===== src/mcad_map.vh =====
// constants for the microcore operand and alu decode block
`ifndef MCAD_MAP_VH
`define MCAD_MAP_VH

// --------------------------------------------------------------------
// instruction opcodes and fixed fields
// --------------------------------------------------------------------
`define MCAD_OPC_ADD 6'h0a
`define MCAD_OPC_ADDI 6'h06
`define MCAD_OPC_AND 13'h05d9
`define MCAD_OPC_BIAS 11'h1b1
`define MCAD_OPC_CHTH 9'h05f

// --------------------------------------------------------------------
// operand codes
// --------------------------------------------------------------------
`define MCAD_ALU_R0 3'h0
`define MCAD_ALU_IR 3'h5
`define MCAD_ALU_MH 3'h6
`define MCAD_ALU_ML 3'h7
`define MCAD_GREG_FIRST_ARITH 5'h08
`define MCAD_GREG_FIRST_JUMP 5'h0a
`define MCAD_GREG_FIRST_CNT 5'h0c
`define MCAD_GREG_FIRST_EOC 5'h10
`define MCAD_GREG_FIRST_CTRL 5'h14
`define MCAD_GREG_FIRST_IO 5'h17
`define MCAD_GREG_RXTX 5'h1f
`define MCAD_BIAS_ALL 4'hd
`define MCAD_BIAS_ALL_HS 4'he
`define MCAD_BIAS_ALL_LS 4'hf
`define MCAD_MASK_NONE_VAL 16'h0000
`define MCAD_MASK_ALL_VAL 16'hffff

// --------------------------------------------------------------------
// flag register bit positions
// --------------------------------------------------------------------
`define MCAD_FLG_C 0
`define MCAD_FLG_RZ 1
`define MCAD_FLG_RS 2
`define MCAD_FLG_UU 3
`define MCAD_FLG_UO 4
`define MCAD_FLG_SU 5
`define MCAD_FLG_SO 6
`define MCAD_FLG_MN 7
`define MCAD_FLG_MM 8

// --------------------------------------------------------------------
// apb word indices (byte address = 4 * index) and reset values
// --------------------------------------------------------------------
`define MCAD_IDX_FLAGS 10'h008
`define MCAD_IDX_BIAS 10'h009
`define MCAD_IDX_THR_LO 10'h00a
`define MCAD_IDX_THR_HI 10'h00b
`define MCAD_IDX_DECODE 10'h00c
`define MCAD_IDX_ACC0 10'h184
`define MCAD_IDX_ACC3 10'h187
`define MCAD_ACC_RST 11'h000
`define MCAD_THR_RST 3'h0
`define MCAD_BOOT_SRC_LVL 3'h0

`endif


===== src/mcad_core.v =====
// microcore operand decode, alu add/mask, bias and threshold change
`timescale 1ns/1ps
`default_nettype none
`include "mcad_map.vh"

// What this block does
// RL1 - general operand codes 0-7 select r0-r4, immediate, multiply high and low
// RL2 - codes 8-19 select arith, aux, two jumps, four counters, four end-of-counts
// RL3 - codes 20, 21, 22 select flag, control and status bits registers
// RL4 - code 23 serial data, 24-28 current thresholds, 29 serial address, 30 irq
// RL5 - code 31 selects the other channel communication register
// RL6 - jump operand 0 picks first jump register, 1 the second
// RL7 - add writes sum of two sources to destination, carry into carry flag
// RL8 - both adds update zero, negative, unsigned and signed under/overflow flags
// RL9 - add-immediate adds 4-bit immediate to source, writes destination, sets flags
// RL10 - add-immediate word: opcode 15:10, destination 9:7, immediate 6:3, source 2:0
// RL11 - mask ands register with immediate register; flags none and all ones
// RL12 - mask word: 13-bit opcode in 15:3, register in 2:0
// RL13 - bias changes only outputs this microcore has drive right for
// RL14 - bias target codes for single, strong and grouped structures
// RL15 - control 0 disables, 1 enables; all and all-high include strong
// RL16 - bias word: opcode 15:5, control bit 4, target 3:0
// RL17 - threshold change updates comparator level only with drive right
// RL18 - select 0-9 high-side vds/src alternating, 10-15 low-side vds
// RL19 - 3-bit level field chooses one of eight levels
// RL20 - threshold word: opcode 15:7, select 6:3, level 2:0
// RL21 - bootstrap init mode also shapes high-side source thresholds
// RL22 - 3-bit alu operand selects r0-r4, immediate, multiply high, low
// RL23 - add word: destination 9:7, zero at 6, second 5:3, first 2:0
module mcad_core (
   // clock and reset
   input wire pclk,
   input wire presetn,
   // apb slave
   input wire psel,
   input wire penable,
   input wire pwrite,
   input wire [11:0] paddr,
   input wire [31:0] pwdata,
   output wire pready,
   output reg [31:0] prdata,
   output reg pslverr,
   // instruction words from the fetch path
   input wire instr_valid,
   input wire [15:0] instr_word,
   input wire [1:0] core_index,
   // operand decode
   input wire [4:0] general_register_operand,
   input wire jump_register_operand,
   output reg [31:0] gen_reg_select_ff,
   output reg [2:0] gen_reg_class_ff,
   output reg [1:0] jump_reg_select_ff,
   // pre-driver side
   input wire bootstrap_init_mode,
   output wire [12:0] bias_enable,
   output wire [47:0] threshold_level,
   // execution status
   output reg exec_done_ff,
   output reg exec_denied_ff,
   output reg exec_unknown_ff,
   output reg [8:0] flags_ff
);

   // -----------------------------------------------------------------
   // instruction decode
   // -----------------------------------------------------------------
   wire is_add;
   wire is_addi;
   wire is_and;
   wire is_bias;
   wire is_chth;

   // operand fields overlap because each opcode reuses the low bits
   wire [2:0] dst_sel;
   wire [2:0] src1_sel;
   wire [2:0] src2_sel;
   wire [3:0] imm4;
   wire [3:0] bias_tgt;
   wire bias_ctrl;
   wire [3:0] fbk_sel;
   wire [2:0] lvl_sel;

   // full opcode compares: a word matching none is flagged unknown
   // and changes no state
   assign is_add = instr_valid & (instr_word[15:10] == `MCAD_OPC_ADD) & ~instr_word[6]; // [RL23]
   assign is_addi = instr_valid & (instr_word[15:10] == `MCAD_OPC_ADDI); // [RL10]
   assign is_and = instr_valid & (instr_word[15:3] == `MCAD_OPC_AND); // [RL12]
   assign is_bias = instr_valid & (instr_word[15:5] == `MCAD_OPC_BIAS); // [RL16]
   assign is_chth = instr_valid & (instr_word[15:7] == `MCAD_OPC_CHTH); // [RL20]

   assign dst_sel = instr_word[9:7]; // [RL10] [RL23]
   assign src2_sel = instr_word[5:3]; // [RL23]
   assign src1_sel = instr_word[2:0]; // [RL10] [RL12] [RL23]
   assign imm4 = instr_word[6:3]; // [RL10]
   assign bias_ctrl = instr_word[4]; // [RL16]
   assign bias_tgt = instr_word[3:0]; // [RL16]
   assign fbk_sel = instr_word[6:3]; // [RL20]
   assign lvl_sel = instr_word[2:0]; // [RL20]

   // -----------------------------------------------------------------
   // alu registers and arithmetic
   // -----------------------------------------------------------------
   // index equals the 3-bit alu operand code: r0-r4, ir, mh, ml
   reg [15:0] alu_ff [0:7]; // [RL22]
   reg [15:0] op_a;
   reg [15:0] op_b;
   reg [16:0] sum17;
   reg [15:0] and_res;

   // one write port: an instruction writes its destination or its mask register
   reg alu_wr;
   reg [2:0] alu_wr_idx;
   reg [15:0] nxt_alu_val;
   reg [8:0] nxt_flags;

   always @* begin
      op_a = alu_ff[src1_sel];
      op_b = is_add ? alu_ff[src2_sel] : {12'h000, imm4}; // [RL9]
      sum17 = {1'b0, op_a} + {1'b0, op_b}; // [RL7]
      and_res = op_a & alu_ff[`MCAD_ALU_IR]; // [RL11]

      alu_wr = 1'b0;
      alu_wr_idx = dst_sel;
      nxt_alu_val = sum17[15:0];
      nxt_flags = flags_ff;

      // flags an instruction does not name keep their value
      if (is_add | is_addi) begin
         alu_wr = 1'b1;
         nxt_flags[`MCAD_FLG_C] = sum17[16]; // [RL7] [RL9]
         nxt_flags[`MCAD_FLG_RZ] = (sum17[15:0] == 16'h0000); // [RL8]
         nxt_flags[`MCAD_FLG_RS] = sum17[15]; // [RL8]
         // an addition cannot wrap below zero, so this flag only clears
         nxt_flags[`MCAD_FLG_UU] = 1'b0; // [RL8]
         nxt_flags[`MCAD_FLG_UO] = sum17[16]; // [RL8]
         // signed flags: both operands share a sign that the result lacks
         nxt_flags[`MCAD_FLG_SU] = op_a[15] & op_b[15] & ~sum17[15]; // [RL8]
         nxt_flags[`MCAD_FLG_SO] = ~op_a[15] & ~op_b[15] & sum17[15]; // [RL8]
      end else if (is_and) begin
         alu_wr = 1'b1;
         alu_wr_idx = src1_sel; // [RL11]
         nxt_alu_val = and_res;
         nxt_flags[`MCAD_FLG_MN] = (and_res == `MCAD_MASK_NONE_VAL); // [RL11]
         nxt_flags[`MCAD_FLG_MM] = (and_res == `MCAD_MASK_ALL_VAL); // [RL11]
      end
   end

   // -----------------------------------------------------------------
   // apb decode
   // -----------------------------------------------------------------
   wire [9:0] widx;
   wire apb_setup;
   wire apb_wr;
   wire idx_is_alu;
   wire idx_is_acc;

   assign widx = paddr[11:2];
   assign apb_setup = psel & ~penable;
   assign apb_wr = psel & penable & pwrite;
   assign idx_is_alu = (widx[9:3] == 7'h00);
   assign idx_is_acc = (widx >= `MCAD_IDX_ACC0) && (widx <= `MCAD_IDX_ACC3);
   // zero wait states: read data is prepared in the setup cycle
   assign pready = 1'b1;

   // word map: 0-7 alu registers, 8 flags, 9 bias, a-b stored levels,
   // c operand decode, 0x184-0x187 drive rights; the rest errors

   // output drive rights, one word per microcore/channel pair
   // core_index picks the word that governs the instruction now running
   reg [10:0] acc_ff [0:3];
   wire [10:0] drive_right;
   assign drive_right = acc_ff[core_index]; // [RL13] [RL17]

   integer i;

   always @(posedge pclk or negedge presetn) begin
      if (!presetn) begin
         for (i = 0; i < 8; i = i + 1) begin
            alu_ff[i] <= 16'h0000;
         end
         for (i = 0; i < 4; i = i + 1) begin
            acc_ff[i] <= `MCAD_ACC_RST;
         end
         flags_ff <= 9'h000;
      end else begin
         if (apb_wr && idx_is_alu) begin
            alu_ff[widx[2:0]] <= pwdata[15:0];
         end

         if (apb_wr && idx_is_acc) begin
            acc_ff[widx[1:0]] <= pwdata[10:0];
         end

         // an instruction write lands after the bus write and so wins
         if (alu_wr) begin
            alu_ff[alu_wr_idx] <= nxt_alu_val; // [RL7] [RL9] [RL11]
         end
         flags_ff <= nxt_flags; // [RL8]
      end
   end

   // -----------------------------------------------------------------
   // bias structures: hs1-5, ls1-6, hs2 strong, hs4 strong
   // -----------------------------------------------------------------
   wire [12:0] bias_hit;
   wire [12:0] bias_ok;
   genvar g;

   generate
      for (g = 0; g < 13; g = g + 1) begin : g_bias
         localparam integer CODE = (g < 10) ? g : ((g == 10) ? 12 : ((g == 11) ? 10 : 11));
         // a strong structure follows the right of its own high-side driver
         localparam integer OUTI = (g < 11) ? g : ((g == 11) ? 1 : 3);
         localparam [0:0] IN_HS = ((g < 5) || (g > 10)) ? 1'b1 : 1'b0;
         localparam [0:0] IN_LS = ((g >= 5) && (g <= 10)) ? 1'b1 : 1'b0;
         reg en_ff;
         // grouped codes: all and all-high include the strong structures
         assign bias_hit[g] = (bias_tgt == CODE[3:0]) | (bias_tgt == `MCAD_BIAS_ALL)
            | ((bias_tgt == `MCAD_BIAS_ALL_HS) & IN_HS)
            | ((bias_tgt == `MCAD_BIAS_ALL_LS) & IN_LS); // [RL14] [RL15]
         assign bias_ok[g] = drive_right[OUTI]; // [RL13]
         assign bias_enable[g] = en_ff;

         always @(posedge pclk or negedge presetn) begin
            if (!presetn) begin
               en_ff <= 1'b0;
            end else if (is_bias && bias_hit[g] && bias_ok[g]) begin
               en_ff <= bias_ctrl; // [RL13] [RL15]
            end
         end
      end
   endgenerate

   // -----------------------------------------------------------------
   // feedback comparator thresholds
   // -----------------------------------------------------------------
   wire [15:0] thr_hit;
   wire [15:0] thr_ok;
   wire [47:0] thr_stored;

   generate
      for (g = 0; g < 16; g = g + 1) begin : g_thr
         // 0-9 alternate vds/src per high-side driver, 10-15 low-side vds
         localparam integer OUTI = (g < 10) ? (g / 2) : (g - 5);
         localparam [0:0] HS_SRC = ((g < 10) && (g % 2 == 1)) ? 1'b1 : 1'b0;
         reg [2:0] lvl_ff;
         reg [2:0] eff_ff;
         localparam integer SELI = g;
         // the stored level is what software reads back; the effective
         // copy is what the comparator sees
         assign thr_hit[g] = (fbk_sel == SELI[3:0]); // [RL18]
         assign thr_ok[g] = drive_right[OUTI]; // [RL17]
         assign thr_stored[g*3 +: 3] = lvl_ff;
         assign threshold_level[g*3 +: 3] = eff_ff;

         always @(posedge pclk or negedge presetn) begin
            if (!presetn) begin
               lvl_ff <= `MCAD_THR_RST;
               eff_ff <= `MCAD_THR_RST;
            end else begin
               if (is_chth && thr_hit[g] && thr_ok[g]) begin
                  lvl_ff <= lvl_sel; // [RL17] [RL19]
               end
               // bootstrap init holds the high-side source comparators
               if (HS_SRC && bootstrap_init_mode) begin
                  eff_ff <= `MCAD_BOOT_SRC_LVL; // [RL21]
               end else begin
                  eff_ff <= lvl_ff;
               end
            end
         end
      end
   endgenerate

   // -----------------------------------------------------------------
   // execution status and operand decode outputs
   // -----------------------------------------------------------------
   wire denied;
   wire known;
   reg [2:0] nxt_class;

   // a group order changes the members it may drive and still reports a denial
   assign denied = (is_bias & |(bias_hit & ~bias_ok))
      | (is_chth & |(thr_hit & ~thr_ok)); // [RL13] [RL17]
   assign known = is_add | is_addi | is_and | is_bias | is_chth;

   // class: 0 alu set, 1 arith/aux, 2 jump, 3 counter, 4 end-of-count,
   // 5 flag/control/status, 6 serial/threshold/irq, 7 other channel
   always @* begin
      if (general_register_operand < `MCAD_GREG_FIRST_ARITH) begin
         nxt_class = 3'h0; // [RL1]
      end else if (general_register_operand < `MCAD_GREG_FIRST_JUMP) begin
         nxt_class = 3'h1; // [RL2]
      end else if (general_register_operand < `MCAD_GREG_FIRST_CNT) begin
         nxt_class = 3'h2; // [RL2]
      end else if (general_register_operand < `MCAD_GREG_FIRST_EOC) begin
         nxt_class = 3'h3; // [RL2]
      end else if (general_register_operand < `MCAD_GREG_FIRST_CTRL) begin
         nxt_class = 3'h4; // [RL2]
      end else if (general_register_operand < `MCAD_GREG_FIRST_IO) begin
         nxt_class = 3'h5; // [RL3]
      end else if (general_register_operand < `MCAD_GREG_RXTX) begin
         nxt_class = 3'h6; // [RL4]
      end else begin
         nxt_class = 3'h7; // [RL5]
      end
   end

   always @(posedge pclk or negedge presetn) begin
      if (!presetn) begin
         gen_reg_select_ff <= 32'h00000001;
         gen_reg_class_ff <= 3'h0;
         jump_reg_select_ff <= 2'h1;
         exec_done_ff <= 1'b0;
         exec_denied_ff <= 1'b0;
         exec_unknown_ff <= 1'b0;
      end else begin
         // one-hot bit n selects the register whose operand code is n
         gen_reg_select_ff <= 32'h00000001 << general_register_operand; // [RL1] [RL2] [RL3] [RL4] [RL5]
         gen_reg_class_ff <= nxt_class;
         jump_reg_select_ff <= jump_register_operand ? 2'h2 : 2'h1; // [RL6]

         // status pulses stand one cycle per word taken
         exec_done_ff <= known & ~denied;
         exec_denied_ff <= denied;
         exec_unknown_ff <= instr_valid & ~known;
      end
   end

   // -----------------------------------------------------------------
   // apb read path
   // -----------------------------------------------------------------
   reg [31:0] rd_mux;
   reg rd_err;

   always @* begin
      rd_mux = 32'h00000000;
      rd_err = 1'b0;
      if (idx_is_alu) begin
         rd_mux = {16'h0000, alu_ff[widx[2:0]]};
      end else if (idx_is_acc) begin
         rd_mux = {21'h000000, acc_ff[widx[1:0]]};
      end else if (widx == `MCAD_IDX_FLAGS) begin
         rd_mux = {23'h000000, flags_ff};
      end else if (widx == `MCAD_IDX_BIAS) begin
         rd_mux = {19'h00000, bias_enable};
      end else if (widx == `MCAD_IDX_THR_LO) begin
         rd_mux = {8'h00, thr_stored[23:0]};
      end else if (widx == `MCAD_IDX_THR_HI) begin
         rd_mux = {8'h00, thr_stored[47:24]};
      end else if (widx == `MCAD_IDX_DECODE) begin
         rd_mux = gen_reg_select_ff;
      end else begin
         rd_err = 1'b1;
      end
   end

   // unmapped words read as zero and raise the error flag
   // read-only words drop writes and answer without error
   always @(posedge pclk or negedge presetn) begin
      if (!presetn) begin
         prdata <= 32'h00000000;
         pslverr <= 1'b0;
      end else if (apb_setup) begin
         prdata <= pwrite ? 32'h00000000 : rd_mux;
         pslverr <= rd_err;
      end
   end

endmodule
`default_nettype wire


===== config.mk =====
export PLATFORM = sky130hd
export DESIGN_NAME = mcad_core
export DESIGN_NICKNAME = d
export VERILOG_FILES = /design/src/mcad_core.v
export VERILOG_INCLUDE_DIRS = /design/src
export SDC_FILE = /design/constraint.sdc
export NUM_CORES = 1
export LEC_CHECK = 0
export BUFFER_PORTS_ARGS = -buffer_cell sky130_fd_sc_hd__buf_4
export CORE_UTILIZATION = 23
export CTS_CLUSTER_DIAMETER = 60
export CTS_CLUSTER_SIZE = 20
export DETAILED_ROUTE_END_ITERATION = 10
export PLACE_DENSITY = 0.48
export SLEW_MARGIN = 20
export SYNTH_ARGS = -nofsm -noshare
export SYNTH_HDL_FRONTEND = slang
export SYNTH_SLANG_ARGS = --single-unit

===== constraint.sdc =====
create_clock -name pclk -period 5 [get_ports pclk]
set_clock_uncertainty 0.2 [all_clocks]
set_input_delay 0.5 -clock pclk [delete_from_list [all_inputs] [get_ports pclk]]
set_output_delay 0.5 -clock pclk [all_outputs]
set_load 0.01 [all_outputs]

==> results.md <==
| Item | Reported | Unit |
|:---|:---|:---|
| Status | finished clean | - |
| CP max-delay cell | or4_1 | - |
| Core Region | 87020 | um2 |
| Gate Count Post-Synth | 1796 | - |
| Crit start category | primary input | - |
| Distinct cell type count of the synthesized netlist | 83 | - |
| I/O pin total | 219 | - |
| Clock root buffer master | clkbuf_16 | - |
| Detailed Route Iter0 Violations | 1363 | - |
| Clock sink total | 361 | - |
| Share of layout cells above drive strength 1 | 31.90 | % |
| Worst setup path class | primary input to flip-flop | - |
| HPWL Detailed | 51560 | um |
| Part of the cycle the worst path needs | 95.53 | % |
| Post-detailed-route count of antenna-violating nets | 0 | - |
| EDFF count, synth | 0 | - |
| Dpl cells | 3062 | - |
| Crit path capture type | flip-flop | - |
| Vias per inst | 5.087 | - |
| Worst slew slack as a fraction of its limit | 35.25 | % |
| Peak supply drop | 213.0 | uV |
| Maximum number of pins on one net before global-route repair | 110 | - |
| Arrival time at the worst endpoint | 5.04 | ns |
| Netlist area before placement | 20240 | um2 |
| Slew @ Worst Pin | 0.9677 | ns |
| DR DRC count | 0 | - |
| Total grt overflow | 0 | - |
| Final Hold Viols | 0 | - |
| Area growth from synthesis to layout | 20.63 | % |
| Commonest cells after routing, fill and taps aside | dfrtp_1 (359), buf_4 (265), nand2_1 (178), mux2_2 (141), mux4_2 (118) | - |
| Type of the worst min-delay path | primary input to flip-flop | - |
| Post-synth ARST share | 100.0 | % |
| Global route hottest layer | met2 | - |
| Worst flop-to-flop path endpoint | flags_ff[1] | - |
| Most frequent standard cell in the layout excluding fill and tap cells | dfrtp_1 | - |
| Fill cells | 9071 | - |
| Met2 demand-to-capacity share in global routing | 26.34 | % |
| Detailed-router iteration count before antenna repair | 5 | - |
| Wire length of the first global-routing pass | 108900 | um |
| Unrepaired setup endpoints after global routing | true | - |
| Number of placement rows | 108 | - |
| CTS H-tree lvls | 2 | - |
| TritonCTS clock tree | done | - |
| Global placement routability congestion | 0.8545 | - |
| Reg2reg setup slack | 1.16 | ns |
| Routed length per placed instance | 23.42 | um |
| Buffer levels on the longest clock path | 3 | - |
| Final hold slack | 0.04221 | ns |
| Crit Path Max Fanout | 7 | - |
| Pins over their slew limit | 0 | - |
| Routed wire length | 73410 | um |
| Critical path's largest stage delay | 0.55 | ns |
| Via count of the first global-routing pass | 15990 | - |
| Share of the synthesized area in the top cell type | 44.38 | % |
| Part of the Yosys area used for sequential elements | 44.64 | % |
| Horizontal die dimension | 298.7 | um |
| Total CTS buffers | 36 | - |
| Time the final worst path needs with I/O delays and setup | 4.776 | ns |
| Routing usage on met1 | 21.57 | % |
| Core utilization of the finished layout | 28.06 | % |
| Starting density of the core | 23.26 | % |
| Count of max-cap constraint violations | 0 | - |
| P per Cell Area | 267.6 | nW/um2 |
| Total power after layout | 6.534 | mW |
| Register clock-pin slew on the reported worst setup and hold paths | 0.08 | ns |
| Synth Flop Type | dfrtp_1 | - |
| Reg2Reg Launch Point | alu_ff[65] | - |
| Floorplan die area | 89200 | um2 |
| Met3 global-route usage | 3.068 | % |
| Total of flip-flops plus latches after synthesis | 361 | - |
| Via count of the routed design | 15940 | - |
| Biggest area contributors in the synthesized netlist | dfrtp_1 (44%), mux4_2 (13%), mux2_2 (7.8%), mux2i_1 (4.8%), nand2_1 (3.3%) | - |
| Endpoint of the worst setup timing path | flags_ff[1] | - |
| # port buffers | 198 | - |
| Antenna violations before repair | 8 | - |
| Final Setup Violations | 0 | - |
| Crit path required time | 5.26 | ns |
| Cell taking the most area after synthesis | dfrtp_1 | - |
| Critical path origin | instr_valid | - |
| F_max | 0.2094 | GHz |
| Vertical extent of the die | 298.7 | um |
| Total nets after synthesis | 1889 | - |
| Yosys Warn Count | 0 | - |
| Total Routing Usage GR | 16.22 | % |
| Leakage power total | 10.97 | nW |
| Number of standard cells in the layout, taps in and fillers out | 3134 | - |
| Cells along the critical path | dlygate4sd3_1 -> buf_4 -> or3b_1 -> or4_4 -> or2_2 -> buf_4 -> o21ai_0 -> o21ai_0 -> ha_1 -> nand3_1 -> o2111ai_4 -> a21o_1 -> a311oi_2 -> o22ai_1 -> or4_1 -> o31ai_1 | - |
| Net count, final | 2046 | - |
| Average cell area after synthesis | 11.27 | um2 |
| Length in cells of the worst reg-to-reg path | 11 | - |
| Clock latency at the later pin of the worst-skew pair | 0.57 | ns |
| Number of instances on the worst hold path | 3 | - |
[routing by layer]
| layer | vias to the layer above | wire length, um |
|---|---|---|
| li1 | 6994 | - |
| met1 | 8244 | 31770 |
| met2 | 566 | 34760 |
| met3 | 126 | 4603 |
| met4 | 14 | 2185 |
| met5 | - | 86 |
[sequential cells by signal (all words and copies together) (netlist names)]
name / flops
pslverr: 1
gen_reg_select_ff: 32
exec_unknown_ff: 1
jump_reg_select_ff: 2
flags_ff: 7
g_bias.en_ff: 13
gen_reg_class_ff: 3
prdata: 32
exec_denied_ff: 1
acc_ff: 44
alu_ff: 128
g_thr.eff_ff: 48
exec_done_ff: 1
g_thr.lvl_ff: 48
[power by group]
group | switching (mW) | leakage, nW | internal (mW)
clock network | 1.33 | 0.577 | 1.49
logic | 0.406 | 5.39 | 0.274
registers | 0.0517 | 5.00 | 2.97
total | 1.79 | 11.0 | 4.74
[cell usage after synthesis (all sizes together) (7+ instances only)]
master	count
dfrtp	359
mux4	118
a222oi	8
mux2	141
nor3b	8
or4	7
nand2	178
o21ai	118
a21o	9
nor2b	55
a31oi	8
nor2	120
nand3b	7
clkbuf	97
a22oi	14
inv	19
nand3	27
mux2i	98
nand2b	12
a22o	32
buf	60
nand4	14
and3	9
nor4	9
ha	17
o31ai	7
a211oi	41
and2	8
nor3	16
a21oi	86
[final cells by class]
cell class	instances	area [um2]	area share, %
Sequential cell	361	9036	37.00
Tap cell	1155	1445	5.918
Antenna cell	1	2.502	0.01025
Timing Repair Buffer	276	2125	8.700
Inverter	19	71.32	0.2921
Multi-Input combinational cell	1259	10550	43.19
Clock buffer	41	962.2	3.940
Clock inverter	22	230.2	0.9428
[repair_timing]
action,CTS,global route
setup endpoints to repair,0,48
setup buffers,0,0
resized for setup,0,13
hold buffers,8,0
endpoints found under the hold margin,111,0
[logic make-up (layout without fill, tap and decap cells)]
group                    after synthesis  count (layout)  synth area share, %
AO/OA/AOI/OAI                        383             383                12.29
AND/OR/NAND/NOR                      490             490                11.84
buffers and inverters                176             358                3.832
XOR/XNOR                               9               9               0.3894
multiplexers                         357             357                25.82
other                                  2               3              0.03710
flip-flops                           361             361                44.64
adder cells (fa/ha/maj)               18              18                1.150
[worst min path at each step]
| stage | end | startpoint | slack (ns) |
|---|---|---|---|
| floorplan | acc_ff[0] | presetn | 0.004 |
| CTS | gen_reg_class_ff[1] | general_register_operand[2] | 0.007 |
| global placement | g_thr[4].eff_ff[2] | g_thr[4].lvl_ff[2] | 0.19 |
| finish | gen_reg_class_ff[1] | general_register_operand[2] | 0.04 |
| detailed placement | g_thr[4].eff_ff[2] | g_thr[4].lvl_ff[2] | 0.19 |
| global route | g_thr[5].eff_ff[0] | bootstrap_init_mode | 0.04 |
[critical path: cells and delay by family]
family	cells	cell delay, ns
buffers and inverters	3	0.83
AND/OR/NAND/NOR	5	2.00
AO/OA/AOI/OAI	7	1.32
adder cells (fa/ha/maj)	1	0.37
[metrics by stage]
| step | cell area, um2 | TNS [ns] | setup slack [ns] |
|---|---|---|---|
| 2_1_floorplan | 20250 | 0 | 0.2125 |
| 3_3_place_gp | 23080 | -0.02201 | -0.009036 |
| 3_5_place_dp | 23080 | -0.003820 | -0.003820 |
| 4_1_cts | 24350 | 0 | 0.04160 |
| 5_1_grt | 24420 | -0.04485 | -0.04485 |
| 6_report | 24420 | 0 | 0.2237 |
Note: power is estimated with default switching activity, not from simulation.
